### config.mk
export PLATFORM = sky130hd
export DESIGN_NAME = obtr_transceiver
export DESIGN_NICKNAME = d
export VERILOG_FILES = /design/src/obtr_pkg.sv /design/src/obtr_transceiver.sv
export SDC_FILE = /design/constraint.sdc
export NUM_CORES = 1
export LEC_CHECK = 0
export BUFFER_PORTS_ARGS = -buffer_cell sky130_fd_sc_hd__buf_2
export CAP_MARGIN = 10
export CORE_AREA = 2 2 69 71
export DETAILED_ROUTE_END_ITERATION = 8
export DIE_AREA = 0 0 71 73
export PLACE_DENSITY = 0.86
export SETUP_SLACK_MARGIN = 0.05
export SLEW_MARGIN = 40
export SYNTH_ARGS = -nofsm -noshare
export SYNTH_HDL_FRONTEND = slang
export SYNTH_SLANG_ARGS = --single-unit
### constraint.sdc
create_clock -name ref_clk -period 1.3 [get_ports ref_clk]
set_clock_uncertainty 0.05 [all_clocks]
set_input_delay 0.325 -clock ref_clk [delete_from_list [all_inputs] [get_ports ref_clk]]
set_output_delay 0.325 -clock ref_clk [all_outputs]
set_load 0.005 [all_outputs]
### src/obtr_pkg.sv
package obtr_pkg;

	// ****************************************************************
	// Widths and encodings
	// ****************************************************************
	localparam int unsigned DATA_W = 8;
	localparam logic DIR_B_TO_A = 1'b0;
	localparam logic DIR_A_TO_B = 1'b1;
	localparam logic SEL_LIVE = 1'b0;
	localparam logic SEL_STORED = 1'b1;
	localparam logic OE_N_ON = 1'b0;
	// Pin enables are active low: high means released
	localparam logic [DATA_W-1:0] PIN_RELEASED = 8'hff;
	localparam logic [DATA_W-1:0] PIN_DRIVEN = 8'h00;

	// ****************************************************************
	// Carriers
	// ****************************************************************
	typedef struct packed {
		logic [DATA_W-1:0] o;
		logic [DATA_W-1:0] oe_n;
	} obtr_pin_drv_t;

	typedef struct packed {
		logic oe_n;
		logic dir;
		logic a_to_b_source_select;
		logic b_to_a_source_select;
	} obtr_ctl_t;

endpackage : obtr_pkg

### src/obtr_transceiver.sv
`timescale 1ns/1ps
`default_nettype none

module obtr_transceiver #(
	parameter int unsigned DATA_W = obtr_pkg::DATA_W
) (
	input wire logic ref_clk,
	input wire logic rst,
	input wire logic a_side_capture_clock,
	input wire logic b_side_capture_clock,
	input wire logic a_to_b_source_select,
	input wire logic b_to_a_source_select,
	input wire logic oe_n,
	input wire logic dir,
	input wire logic [DATA_W-1:0] bus_a_i,
	output logic [DATA_W-1:0] bus_a_o,
	output logic [DATA_W-1:0] bus_a_oe_n,
	input wire logic [DATA_W-1:0] bus_b_i,
	output logic [DATA_W-1:0] bus_b_o,
	output logic [DATA_W-1:0] bus_b_oe_n
);

	// ****************************************************************
	// Input synchronisers
	// ****************************************************************
	// Every pin crosses two flops; stage one feeds only stage two
	localparam int unsigned SYN_W = 2 * DATA_W + 6;
	logic [SYN_W-1:0] syn1_q, syn1_d;
	logic [SYN_W-1:0] syn2_q, syn2_d;

	always_comb begin
		// Control bits follow the field order of the control carrier
		syn1_d = {bus_a_i, bus_b_i, a_side_capture_clock, b_side_capture_clock,
			oe_n, dir, a_to_b_source_select, b_to_a_source_select};
		syn2_d = syn1_q;
	end

	always_ff @(posedge ref_clk) begin
		syn1_q <= syn1_d;
		syn2_q <= syn2_d;
	end

	logic [DATA_W-1:0] a_live, b_live;
	logic clk_ab_s, clk_ba_s;
	obtr_pkg::obtr_ctl_t ctl;

	always_comb begin
		{a_live, b_live, clk_ab_s, clk_ba_s, ctl} = syn2_q;
	end

	// ****************************************************************
	// Capture edge detection
	// ****************************************************************
	logic clk_ab_prev_q, clk_ab_prev_d;
	logic clk_ba_prev_q, clk_ba_prev_d;
	logic cap_a, cap_b;

	always_comb begin
		clk_ab_prev_d = clk_ab_s;
		clk_ba_prev_d = clk_ba_s;
		cap_a = clk_ab_s & ~clk_ab_prev_q;
		cap_b = clk_ba_s & ~clk_ba_prev_q;
	end

	// Edge history resets high so a clock held high at release is no edge
	always_ff @(posedge ref_clk) begin
		if (rst) begin
			clk_ab_prev_q <= 1'b1;
			clk_ba_prev_q <= 1'b1;
		end else begin
			clk_ab_prev_q <= clk_ab_prev_d;
			clk_ba_prev_q <= clk_ba_prev_d;
		end
	end

	// ****************************************************************
	// Storage registers
	// ****************************************************************
	logic [DATA_W-1:0] store_a_q, store_a_d;
	logic [DATA_W-1:0] store_b_q, store_b_d;

	// Capture ignores enable and direction, so both may load together
	always_comb begin
		store_a_d = cap_a ? a_live : store_a_q;
		store_b_d = cap_b ? b_live : store_b_q;
	end

	// No reset term: contents stay unknown until the first capture
	always_ff @(posedge ref_clk) begin
		store_a_q <= store_a_d;
		store_b_q <= store_b_d;
	end

	// ****************************************************************
	// Output selection
	// ****************************************************************
	obtr_pkg::obtr_pin_drv_t drv_a_q, drv_a_d;
	obtr_pkg::obtr_pin_drv_t drv_b_q, drv_b_d;
	logic en_a, en_b;

	// Shared by both buses so the two enables can never disagree on decoding
	function automatic logic drive_enabled(
		input obtr_pkg::obtr_ctl_t c,
		input logic dir_code
	);
		return (c.oe_n == obtr_pkg::OE_N_ON) && (c.dir == dir_code);
	endfunction : drive_enabled

	// Drive depends only on enable and direction, never on capture
	always_comb begin
		en_a = drive_enabled(ctl, obtr_pkg::DIR_B_TO_A);
		en_b = drive_enabled(ctl, obtr_pkg::DIR_A_TO_B);
		drv_a_d.o = (ctl.b_to_a_source_select == obtr_pkg::SEL_STORED) ?
			store_b_q : b_live;
		drv_b_d.o = (ctl.a_to_b_source_select == obtr_pkg::SEL_STORED) ?
			store_a_q : a_live;
		drv_a_d.oe_n = en_a ? obtr_pkg::PIN_DRIVEN : obtr_pkg::PIN_RELEASED;
		drv_b_d.oe_n = en_b ? obtr_pkg::PIN_DRIVEN : obtr_pkg::PIN_RELEASED;
	end

	// Reset releases both buses; the data side of the driver is harmless
	always_ff @(posedge ref_clk) begin
		if (rst) begin
			drv_a_q.o <= '0;
			drv_b_q.o <= '0;
			drv_a_q.oe_n <= obtr_pkg::PIN_RELEASED;
			drv_b_q.oe_n <= obtr_pkg::PIN_RELEASED;
		end else begin
			drv_a_q <= drv_a_d;
			drv_b_q <= drv_b_d;
		end
	end

	always_comb begin
		bus_a_o = drv_a_q.o;
		bus_a_oe_n = drv_a_q.oe_n;
		bus_b_o = drv_b_q.o;
		bus_b_oe_n = drv_b_q.oe_n;
	end

	// ****************************************************************
	// Assertions
	// ****************************************************************
	a_never_both_driven: assert property (@(posedge ref_clk) disable iff (rst)
		!((bus_a_oe_n != obtr_pkg::PIN_RELEASED) && (bus_b_oe_n != obtr_pkg::PIN_RELEASED)))
		else $error("both buses driven");

	a_disabled_releases: assert property (@(posedge ref_clk) disable iff (rst)
		(ctl.oe_n != obtr_pkg::OE_N_ON) |=> (bus_a_oe_n == obtr_pkg::PIN_RELEASED)
			&& (bus_b_oe_n == obtr_pkg::PIN_RELEASED))
		else $error("bus driven while disabled");

	a_dir_low_drives_a: assert property (@(posedge ref_clk) disable iff (rst)
		(ctl.oe_n == obtr_pkg::OE_N_ON && ctl.dir == obtr_pkg::DIR_B_TO_A) |=>
			(bus_a_oe_n == obtr_pkg::PIN_DRIVEN) && (bus_b_oe_n == obtr_pkg::PIN_RELEASED))
		else $error("direction low did not drive bus a");

	a_dir_high_drives_b: assert property (@(posedge ref_clk) disable iff (rst)
		(ctl.oe_n == obtr_pkg::OE_N_ON && ctl.dir == obtr_pkg::DIR_A_TO_B) |=>
			(bus_b_oe_n == obtr_pkg::PIN_DRIVEN) && (bus_a_oe_n == obtr_pkg::PIN_RELEASED))
		else $error("direction high did not drive bus b");

	a_capture_a_loads: assert property (@(posedge ref_clk) disable iff (rst)
		cap_a |=> (store_a_q == $past(a_live)))
		else $error("a-side register missed capture");

	a_capture_b_loads: assert property (@(posedge ref_clk) disable iff (rst)
		(cap_b && ctl.oe_n != obtr_pkg::OE_N_ON) |=> (store_b_q == $past(b_live)))
		else $error("b-side register missed capture while disabled");

	a_hold_no_edge: assert property (@(posedge ref_clk) disable iff (rst)
		(!cap_a && !cap_b) |=> $stable(store_a_q) && $stable(store_b_q))
		else $error("register changed without capture edge");

	a_stored_to_a: assert property (@(posedge ref_clk) disable iff (rst)
		(ctl.b_to_a_source_select == obtr_pkg::SEL_STORED) |=> (bus_a_o == $past(store_b_q)))
		else $error("bus a not driven from stored b data");

	a_live_to_b: assert property (@(posedge ref_clk) disable iff (rst)
		(ctl.a_to_b_source_select == obtr_pkg::SEL_LIVE) |=> (bus_b_o == $past(a_live)))
		else $error("bus b not driven from live a data");

	a_stored_to_b: assert property (@(posedge ref_clk) disable iff (rst)
		(ctl.a_to_b_source_select == obtr_pkg::SEL_STORED) |=>
			(bus_b_o == $past(store_a_q)))
		else $error("bus b not driven from stored a data");

	a_live_to_a: assert property (@(posedge ref_clk) disable iff (rst)
		(ctl.b_to_a_source_select == obtr_pkg::SEL_LIVE) |=>
			(bus_a_o == $past(b_live)))
		else $error("bus a not driven from live b data");

	a_dir_low_frees_b: assert property (@(posedge ref_clk) disable iff (rst)
		(ctl.dir == obtr_pkg::DIR_B_TO_A) |=>
			(bus_b_oe_n == obtr_pkg::PIN_RELEASED))
		else $error("bus b driven with direction low");

	a_dir_high_frees_a: assert property (@(posedge ref_clk) disable iff (rst)
		(ctl.dir == obtr_pkg::DIR_A_TO_B) |=>
			(bus_a_oe_n == obtr_pkg::PIN_RELEASED))
		else $error("bus a driven with direction high");

	a_lines_agree_a: assert property (@(posedge ref_clk) disable iff (rst)
		(bus_a_oe_n == obtr_pkg::PIN_DRIVEN) ||
			(bus_a_oe_n == obtr_pkg::PIN_RELEASED))
		else $error("bus a lines disagree on drive");

	a_lines_agree_b: assert property (@(posedge ref_clk) disable iff (rst)
		(bus_b_oe_n == obtr_pkg::PIN_DRIVEN) ||
			(bus_b_oe_n == obtr_pkg::PIN_RELEASED))
		else $error("bus b lines disagree on drive");

	// Drive must trace back to the controls, not to a capture
	a_b_needs_enable: assert property (@(posedge ref_clk) disable iff (rst)
		(bus_b_oe_n == obtr_pkg::PIN_DRIVEN) |->
			($past(ctl.oe_n) == obtr_pkg::OE_N_ON) &&
			($past(ctl.dir) == obtr_pkg::DIR_A_TO_B))
		else $error("bus b driven without enable");

	a_a_needs_enable: assert property (@(posedge ref_clk) disable iff (rst)
		(bus_a_oe_n == obtr_pkg::PIN_DRIVEN) |->
			($past(ctl.oe_n) == obtr_pkg::OE_N_ON) &&
			($past(ctl.dir) == obtr_pkg::DIR_B_TO_A))
		else $error("bus a driven without enable");

	// ****************************************************************
	// Capture assertions
	// ****************************************************************

	a_capture_b_any: assert property (@(posedge ref_clk) disable iff (rst)
		cap_b |=> (store_b_q == $past(b_live)))
		else $error("b-side register missed capture");

	a_capture_a_isolated: assert property (@(posedge ref_clk) disable iff (rst)
		(cap_a && ctl.oe_n != obtr_pkg::OE_N_ON) |=> (store_a_q == $past(a_live)))
		else $error("a-side register missed capture while disabled");

	a_capture_both: assert property (@(posedge ref_clk) disable iff (rst)
		(cap_a && cap_b) |=>
			(store_a_q == $past(a_live)) && (store_b_q == $past(b_live)))
		else $error("joint capture missed a register");

	// Checked per register so one capture cannot hide a stray load in the other
	a_hold_a_alone: assert property (@(posedge ref_clk) disable iff (rst)
		!cap_a |=> $stable(store_a_q))
		else $error("a-side register changed without its edge");

	a_hold_b_alone: assert property (@(posedge ref_clk) disable iff (rst)
		!cap_b |=> $stable(store_b_q))
		else $error("b-side register changed without its edge");

	a_capture_keeps_b: assert property (@(posedge ref_clk) disable iff (rst)
		(cap_a && en_b) |=> (bus_b_oe_n == obtr_pkg::PIN_DRIVEN))
		else $error("a-side capture disturbed bus b drive");

	a_capture_keeps_a: assert property (@(posedge ref_clk) disable iff (rst)
		(cap_b && en_a) |=> (bus_a_oe_n == obtr_pkg::PIN_DRIVEN))
		else $error("b-side capture disturbed bus a drive");

	a_capture_a_driving: assert property (@(posedge ref_clk) disable iff (rst)
		(cap_a && en_b) |=> (store_a_q == $past(a_live)))
		else $error("a-side register missed capture while driving");

	a_capture_b_driving: assert property (@(posedge ref_clk) disable iff (rst)
		(cap_b && en_a) |=> (store_b_q == $past(b_live)))
		else $error("b-side register missed capture while driving");

	// ****************************************************************
	// Reset assertions
	// ****************************************************************

	a_reset_releases: assert property (@(posedge ref_clk)
		rst |=> (bus_a_oe_n == obtr_pkg::PIN_RELEASED) &&
			(bus_b_oe_n == obtr_pkg::PIN_RELEASED))
		else $error("bus driven after reset");

	a_reset_clears_data: assert property (@(posedge ref_clk)
		rst |=> (bus_a_o == '0) &&
			(bus_b_o == '0))
		else $error("driver data not cleared by reset");

	// A capture clock already high at release must not count as a rise
	a_no_edge_at_release: assert property (@(posedge ref_clk)
		$fell(rst) |-> !cap_a && !cap_b)
		else $error("capture seen at reset release");

endmodule : obtr_transceiver
`default_nettype wire

==> results of run 1 <==
layer usage:
metal  GRT usage  vias to the layer above  wire, um
li1            -                      531         -
met1       0.127                      451      1200
met2       0.170                       37      1330
met3      0.0622                        6       156
met4      0.0797                        0        50
met5           0                        -         0
registers in the layout, summed over array words and instances (netlist names):
name / count
store_b_q: 8
store_a_q: 8
bus_a_o: 8
syn2_q: 22
syn1_q: 22
clk_ab_prev_q: 1
bus_b_o: 8
clk_ba_prev_q: 1
bus_a_oe_n: 1
bus_b_oe_n: 1
path summary, 6_finish.rpt:
kind / startpoint / end / slack [ns] / cells past startpoint
worst min-delay path: dir / syn1_q[2]$_DFF_P_ / 0.05 / 1
worst max-delay path: bus_a_oe_n[6]$_SDFF_PP1_ / bus_a_oe_n[3] / 0.11 / 1
worst max register to register: syn2_q[1]$_DFF_P_ / bus_b_o[0]$_SDFF_PP0_ / 0.17 / 2
worst min register to register: syn1_q[0]$_DFF_P_ / syn2_q[0]$_DFF_P_ / 0.27 / 0
where the power goes:
part	switching [mW]	internal, mW	leakage [nW]	total [mW]
Clock	0.740	1.09	0.113	1.83
Sequential	0.0510	2.65	0.684	2.70
Combinational	0.0632	0.0878	0.358	0.151
Total	0.854	3.84	1.16	4.69
timing repair:
action,CTS,global route
hold endpoints to repair,0,0
resized for setup,2,1
setup endpoints to repair,16,8
layout make-up:
type / count / area share
well taps: 54 / 0.0260
clock buffers: 14 / 0.0702
clock inverters: 2 / 0.0135
multi-input cells: 39 / 0.0996
repair buffers: 57 / 0.112
flip-flops and latches: 80 / 0.679
kinds of logic (layout without fill, tap and decap cells):
group,Yosys count,in the layout
and+or+nand+nor,23,23
buffers and inverters,18,73
muxes,16,16
DFF,80,80
stage by stage:
step	power (mW)	setup slack [ns]	hold WS, ns
after floorplan	2.84	0.158	0.260
after global placement	2.90	0.280	0.260
after detailed placement	2.91	0.221	0.262
after CTS	4.75	0.0761	0.0279
after global routing	4.87	0.0534	0.0222
final	4.69	0.113	0.0485
placed cells by master (no fill, tap or decap):
cell	netlist	routed
buf_2	0	55
buf_4	14	2
bufinv_16	0	1
clkbuf_1	0	1
clkbuf_8	0	13
clkinv_2	0	1
dfxtp_1	64	62
dfxtp_2	0	1
dfxtp_4	0	1
edfxtp_1	16	16
mux2i_1	16	16
nand2_1	1	1
nor2_1	17	17
nor2b_1	2	2
or2_1	2	2
or3_1	1	1
==> impl_metrics.env, run 1 <==
export IMPL_yosysTopAreaCell="dfxtp_1"
export IMPL_gp_congestion=0.654
export IMPL_final_util=0.574
export IMPL_drtPass1Iterations=6
export IMPL_cp_arrival_ns=0.81
export IMPL_worst_slew_pin_slew_ns=0.454
export IMPL_grt_pass1_wl_mm=4.31
export IMPL_ys_types=10
export IMPL_root_buffer="clkbuf_8"
export IMPL_synth_area_leaders="dfxtp_1 59%, edfxtp_1 22%, mux2i_1 7.4%, buf_4 4.8%, nor2_1 2.9%"
export IMPL_synthXorXnorAreaFrac=0
export IMPL_synth_most_common_cell="dfxtp_1"
export IMPL_maxSlewViolCount=0
export IMPL_io_buffers=55
export IMPL_wl_per_cell_um=11.2
export IMPL_hold_class="in2reg"
export IMPL_required_ns=0.93
export IMPL_hpwl_mm=1.96
export IMPL_core_area_mm2=0.00454
export IMPL_end_kind="primary output"
export IMPL_ctsHoldBuffers=0
export IMPL_drive_gt1_frac=0.385
export IMPL_synth_edff_count=16
export IMPL_drc=0
export IMPL_syn_nets=161
export IMPL_fill_cells=348
export IMPL_insertion_delay_ns=0.32
export IMPL_numCtsBuffers=9
export IMPL_die_area_mm2=0.00518
export IMPL_die_y_um=73
export IMPL_cts_tree="done"
export IMPL_peakVddDrop_v=0.000887
export IMPL_grt_overflow=0
export IMPL_path_buf_inv=1
export IMPL_critical_path_slowest_cell="dfxtp_2"
export IMPL_hold_viol=0
export IMPL_critPathLaunchType="register"
export IMPL_synth_seq_cells=80
export IMPL_fin_nets=211
export IMPL_async_flop_share=0
export IMPL_p_per_area_mw_per_mm2=1800
export IMPL_fin_cells=246
export IMPL_multiInputGateArea_um2=259
export IMPL_cap_violations=0
export IMPL_synth_seq_area_share=0.812
export IMPL_max_stage_delay_ns=0.37
export IMPL_syn_area_per_cell_um2=15.8
export IMPL_crit_family="flip-flops"
export IMPL_synthMuxAreaShare=0.0738
export IMPL_dr_total_vias=1025
export IMPL_max_freq_mhz=842
export IMPL_fin_crit_sh=0.913
export IMPL_synth_top_family_by_area="multiplexers"
export IMPL_post_cts_buffers=0
export IMPL_synthSimpleGateAreaFrac=0.0455
export IMPL_relSlewSlack=0.697
export IMPL_synth_common_cells="64 x dfxtp_1, 17 x nor2_1, 16 x edfxtp_1, 16 x mux2i_1, 14 x buf_4"
export IMPL_rows=25
export IMPL_yosys_warnings=0
export IMPL_synth_compound_area_share=0
export IMPL_cp_max_fo=8
export IMPL_synthAdderAreaFrac=0
export IMPL_htreeDepth=3
export IMPL_dpl_cell_area_mm2=0.00238
export IMPL_grt_pass1_vias=976
export IMPL_outcome="finished, final reports clean"
export IMPL_grt_usage=0.115
export IMPL_design_area_mm2=0.00260
export IMPL_rsz0062_at_grt="false"
export IMPL_fin_crit_ns=1.19
export IMPL_n_antenna_cell=0
export IMPL_yosysTopAreaCellShare=0.590
export IMPL_seq_area_mm2=0.00177
export IMPL_start_util=0.479
export IMPL_crit_type="reg2out"
export IMPL_syn_area_mm2=0.00217
export IMPL_setup_violations_final=0
export IMPL_ios=56
export IMPL_placedCellCount=230
export IMPL_cts_sinks=80
export IMPL_leakage_nw=1.16
export IMPL_wl_mm=2.74
export IMPL_ant_nets=0
export IMPL_grt_max_degree=21
export IMPL_cts_buffer_depth=2
export IMPL_synthFlopType="dfxtp_1"
export IMPL_die_w_um=71
export IMPL_grt_antenna_before_repair=0
export IMPL_drtIter0Drc=30
export IMPL_area_delta_synth_final_pct=19.8
export IMPL_worstPathCellList="buf_2"
export IMPL_viasPerCell=4.17
export IMPL_clk_pin_slew_ns=0.07
export IMPL_netlist_instances=137
export IMPL_fin_tns_setup_ns=0
(Power assumes the default switching activity.)
==> run 2: changes to the inputs <==
--- a/config.mk
+++ b/config.mk
@@ -10,7 +10,9 @@
 export CORE_AREA = 2 2 69 71
 export DETAILED_ROUTE_END_ITERATION = 8
 export DIE_AREA = 0 0 71 73
+export HOLD_SLACK_MARGIN = 0.05
 export PLACE_DENSITY = 0.86
+export REMOVE_ABC_BUFFERS = 1
 export SETUP_SLACK_MARGIN = 0.05
 export SLEW_MARGIN = 40
 export SYNTH_ARGS = -nofsm -noshare
==> impl_metrics.env, run 2 (synthesis gave the netlist of run 1 again) <==
export IMPL_outcome="finished, final reports clean"
export IMPL_dp_slack_ns=0.226
export IMPL_insertion_delay_ns=0.33
export IMPL_p_per_area_mw_per_mm2=1780
export IMPL_drc=0
export IMPL_io_buffers=55
export IMPL_crit_family="flip-flops"
export IMPL_cap_violations=0
export IMPL_grt_max_degree=21
export IMPL_hold_path_startpoint="syn1_q[14]$_DFF_P_"
export IMPL_start_util=0.479
export IMPL_min_to="syn2_q[14]$_DFF_P_"
export IMPL_fin_tns_setup_ns=0
export IMPL_hold_class="reg2reg"
export IMPL_die_area_mm2=0.00518
export IMPL_rsz0062_at_grt="false"
export IMPL_drt_met1_wl_mm=1.17
export IMPL_wl_per_cell_um=10.7
export IMPL_layout_cells_most_common_list="62 x dfxtp_1, 55 x buf_2, 22 x dlygate4sd3_1"
export IMPL_route_met2_wl_mm=1.45
export IMPL_final_util=0.630
export IMPL_r2r_worst_path_cells=2
export IMPL_drtPass1Iterations=3
export IMPL_viasPerCell=4.10
export IMPL_area_delta_synth_final_pct=31.5
export IMPL_end_kind="primary output"
export IMPL_ant_nets=0
export IMPL_critical_path_slowest_cell="dfxtp_2"
export IMPL_cts_sinks=80
export IMPL_placedCellCount=230
export IMPL_numCtsBuffers=9
export IMPL_fin_cells=268
export IMPL_path_buf_inv=1
export IMPL_fin_nets=233
export IMPL_max_stage_delay_ns=0.37
export IMPL_final_common_cell="dfxtp_1"
export IMPL_cp_max_fo=8
export IMPL_dr_total_vias=1098
export IMPL_r2r_setup_slack_ns=0.23
export IMPL_gp_congestion=0.657
export IMPL_hpwl_mm=1.89
export IMPL_cts_tree="done"
export IMPL_htreeDepth=3
export IMPL_leakage_nw=1.26
export IMPL_reg_largest_list="syn1_q x22, syn2_q x22"
export IMPL_clk_pin_slew_ns=0.08
export IMPL_top_layer="met4"
export IMPL_hold_depth=0
export IMPL_fin_crit_ns=1.20
export IMPL_grt_antenna_before_repair=0
export IMPL_worstPathCellList="buf_2"
export IMPL_grt_pass1_wl_mm=4.42
export IMPL_design_area_mm2=0.00286
export IMPL_ios=56
export IMPL_peakVddDrop_v=0.00126
export IMPL_n_antenna_cell=0
export IMPL_crit_type="reg2out"
export IMPL_maxSlewViolCount=0
export IMPL_r2r_end="bus_a_o[3]$_SDFF_PP0_"
export IMPL_dr_wl_met3_um=161
export IMPL_max_freq_mhz=837
export IMPL_grt_overflow=0
export IMPL_critPathLaunchType="register"
export IMPL_cts_buffer_depth=2
export IMPL_wl_mm=2.86
export IMPL_drive_gt1_frac=0.350
export IMPL_grt_usage=0.118
export IMPL_die_y_um=73
export IMPL_rows=25
export IMPL_core_area_mm2=0.00454
export IMPL_cp_arrival_ns=0.82
export IMPL_dpl_cell_area_mm2=0.00238
export IMPL_fin_crit_sh=0.919
export IMPL_r2r_start="syn2_q[0]$_DFF_P_"
export IMPL_whs_ns=0.278
export IMPL_root_buffer="clkbuf_8"
export IMPL_required_ns=0.93
export IMPL_grt_pass1_vias=1004
export IMPL_worst_slew_pin_slew_ns=0.429
export IMPL_worst_slack_ns=0.105
export IMPL_hold_viol=0
export IMPL_finalPower_mw=5.07
export IMPL_relSlewSlack=0.713
export IMPL_die_w_um=71
export IMPL_setup_violations_final=0
export IMPL_drtIter0Drc=39
## run 2: repair_timing
action	4_1_cts	5_1_grt
endpoints found under the hold margin	22	0
setup buffers	0	0
setup endpoints to repair	16	3
gates resized for setup	2	1
cloned	0	0
hold buffers	22	0
pin swaps	0	0
## run 2: worst max-delay path by stage
| stage | start | to | slack (ns) | depth (start not counted) |
|---|---|---|---|---|
| after detailed placement | syn2_q[1]$_DFF_P_ | bus_b_o[0]$_SDFF_PP0_ | 0.23 | 2 |
| after CTS | bus_a_oe_n[6]$_SDFF_PP1_ | bus_a_oe_n[7] | 0.07 | 1 |
| after global placement | rst | bus_a_oe_n[6]$_SDFF_PP1_ | 0.26 | 2 |
| after global routing | bus_b_oe_n[6]$_SDFF_PP1_ | bus_b_oe_n[4] | 0.05 | 1 |
| after floorplan | syn2_q[5]$_DFF_P_ | store_a_q[0]$_DFFE_PP_ | 0.16 | 1 |
| final | bus_b_oe_n[6]$_SDFF_PP1_ | bus_b_oe_n[4] | 0.10 | 1 |
## run 2: cell type report
type,instances,area [um^2]
Clock buffer,10,138
Clock inverter,6,114
Fill cell,332,1680
Multi-Input combinational cell,39,259
Sequential cell,80,1770
Tap cell,54,67.6
Timing Repair Buffer,79,510
## run 2: power breakdown
part	internal, mW	switching, mW
registers	2.65	0.0504
logic	0.131	0.0698
clock network	1.34	0.829
## run 2: routing by layer
layer,GRT usage,vias to the layer above
li1,-,573
met1,0.122,480
met2,0.199,39
met3,0.0414,6
met4,0.0881,0
met5,0,-
==> run 3: changes to the inputs <==
--- a/config.mk
+++ b/config.mk
@@ -12,7 +12,6 @@
 export DIE_AREA = 0 0 71 73
 export HOLD_SLACK_MARGIN = 0.05
 export PLACE_DENSITY = 0.86
-export REMOVE_ABC_BUFFERS = 1
 export SETUP_SLACK_MARGIN = 0.05
 export SLEW_MARGIN = 40
 export SYNTH_ARGS = -nofsm -noshare
==> impl_metrics.env, run 3 (synthesis gave the netlist of run 1 again) <==
export IMPL_outcome="finished, final reports clean"
export IMPL_reg_largest_list="syn1_q x22, syn2_q x22"
export IMPL_final_common_cell="dfxtp_1"
export IMPL_hold_viol=0
export IMPL_path_buf_inv=1
export IMPL_area_delta_synth_final_pct=30.0
export IMPL_root_buffer="clkbuf_8"
export IMPL_relSlewSlack=0.682
export IMPL_numCtsBuffers=9
export IMPL_start_util=0.479
export IMPL_crit_family="flip-flops"
export IMPL_cts_sinks=80
export IMPL_grt_max_degree=21
export IMPL_grt_antenna_before_repair=0
export IMPL_critPathLaunchType="register"
export IMPL_drc=0
export IMPL_drtPass1Iterations=4
export IMPL_required_ns=0.93
export IMPL_cp_arrival_ns=0.82
export IMPL_maxSlewViolCount=0
export IMPL_gp_congestion=0.654
export IMPL_post_cts_buffers=0
export IMPL_end_kind="primary output"
export IMPL_fill_cells=330
export IMPL_hpwl_mm=1.96
export IMPL_cts_tree="done"
export IMPL_n_antenna_cell=0
export IMPL_io_buffers=55
export IMPL_grt_pass1_vias=1060
export IMPL_rsz0062_at_grt="false"
export IMPL_ant_nets=0
export IMPL_ios=56
export IMPL_die_w_um=71
export IMPL_cap_violations=0
export IMPL_drive_gt1_frac=0.346
export IMPL_p_per_area_mw_per_mm2=1690
export IMPL_clk_pin_slew_ns=0.08
export IMPL_worst_slew_pin_slew_ns=0.476
export IMPL_max_freq_mhz=834
export IMPL_worstPathCellList="buf_2"
export IMPL_wl_mm=3.03
export IMPL_wl_per_cell_um=11.3
export IMPL_fin_tns_setup_ns=0
export IMPL_final_util=0.622
export IMPL_crit_type="reg2out"
export IMPL_die_y_um=73
export IMPL_fin_crit_sh=0.922
export IMPL_insertion_delay_ns=0.33
export IMPL_drtIter0Drc=29
export IMPL_grt_overflow=0
export IMPL_peakVddDrop_v=0.000914
export IMPL_cts_buffer_depth=2
export IMPL_core_area_mm2=0.00454
export IMPL_leakage_nw=1.25
export IMPL_dr_total_vias=1088
export IMPL_grt_pass1_wl_mm=4.66
export IMPL_hold_class="reg2reg"
export IMPL_htreeDepth=3
export IMPL_cp_max_fo=8
export IMPL_die_area_mm2=0.00518
export IMPL_grt_usage=0.124
export IMPL_rows=25
export IMPL_max_stage_delay_ns=0.37
export IMPL_critical_path_slowest_cell="dfxtp_2"
export IMPL_setup_violations_final=0
export IMPL_fin_crit_ns=1.20
export IMPL_layout_cells_most_common_list="62 x dfxtp_1, 55 x buf_2, 22 x dlygate4sd3_1"
export IMPL_fin_nets=233
export IMPL_viasPerCell=4.06
-- run 3: final timing paths --
| kind | start | endpoint | slack (ns) | depth (start not counted) |
|---|---|---|---|---|
| setup / recovery | bus_a_oe_n[6]$_SDFF_PP1_ | bus_a_oe_n[3] | 0.10 | 1 |
| hold / removal | syn1_q[0]$_DFF_P_ | syn2_q[0]$_DFF_P_ | 0.27 | 0 |
| setup reg to reg | syn2_q[1]$_DFF_P_ | bus_b_o[2]$_SDFF_PP0_ | 0.17 | 2 |
| hold reg to reg | syn1_q[0]$_DFF_P_ | syn2_q[0]$_DFF_P_ | 0.27 | 0 |
-- run 3: repair_timing --
item	in CTS	in global routing
endpoints found under the setup margin	16	8
endpoints found under the hold margin	22	0
hold buffers	22	0
gates resized for setup	2	1
-- run 3: where the power goes --
part | total [mW] | internal, mW | leakage, nW | switching, mW
combinational | 0.202 | 0.131 | 0.450 | 0.0712
sequential | 2.70 | 2.65 | 0.684 | 0.0516
clock | 1.86 | 1.10 | 0.113 | 0.766
total | 4.77 | 3.88 | 1.25 | 0.889
-- run 3: per-layer routing --
layer / GRT usage / wire, um / vias to the layer above
li1: - / - / 573
met1: 0.135 / 1310 / 469
met2: 0.189 / 1490 / 39
met3: 0.0635 / 173 / 7
met4: 0.0860 / 57 / 0
met5: 0 / 0 / -
-- run 3: stage by stage --
step	hold WS (ns)	cell area, um^2	power [mW]	setup WS (ns)	instances
floorplan	0.260	2170	2.84	0.158	137
global placement	0.260	2380	2.90	0.280	230
detailed placement	0.262	2380	2.91	0.221	230
CTS	0.276	2820	4.80	0.0761	268
global route	0.284	2820	4.94	0.0503	268
finish	0.272	2820	4.77	0.102	268
-- run 3: area by class of cell --
type | count | area, um^2 | share of cell area
multi-input combinational | 39 | 259 | 0.0918
sequential | 80 | 1770 | 0.626
clock inverter | 2 | 35.0 | 0.0124
timing repair buffer | 79 | 510 | 0.181
tap | 54 | 67.6 | 0.0239
clock buffer | 14 | 183 | 0.0647
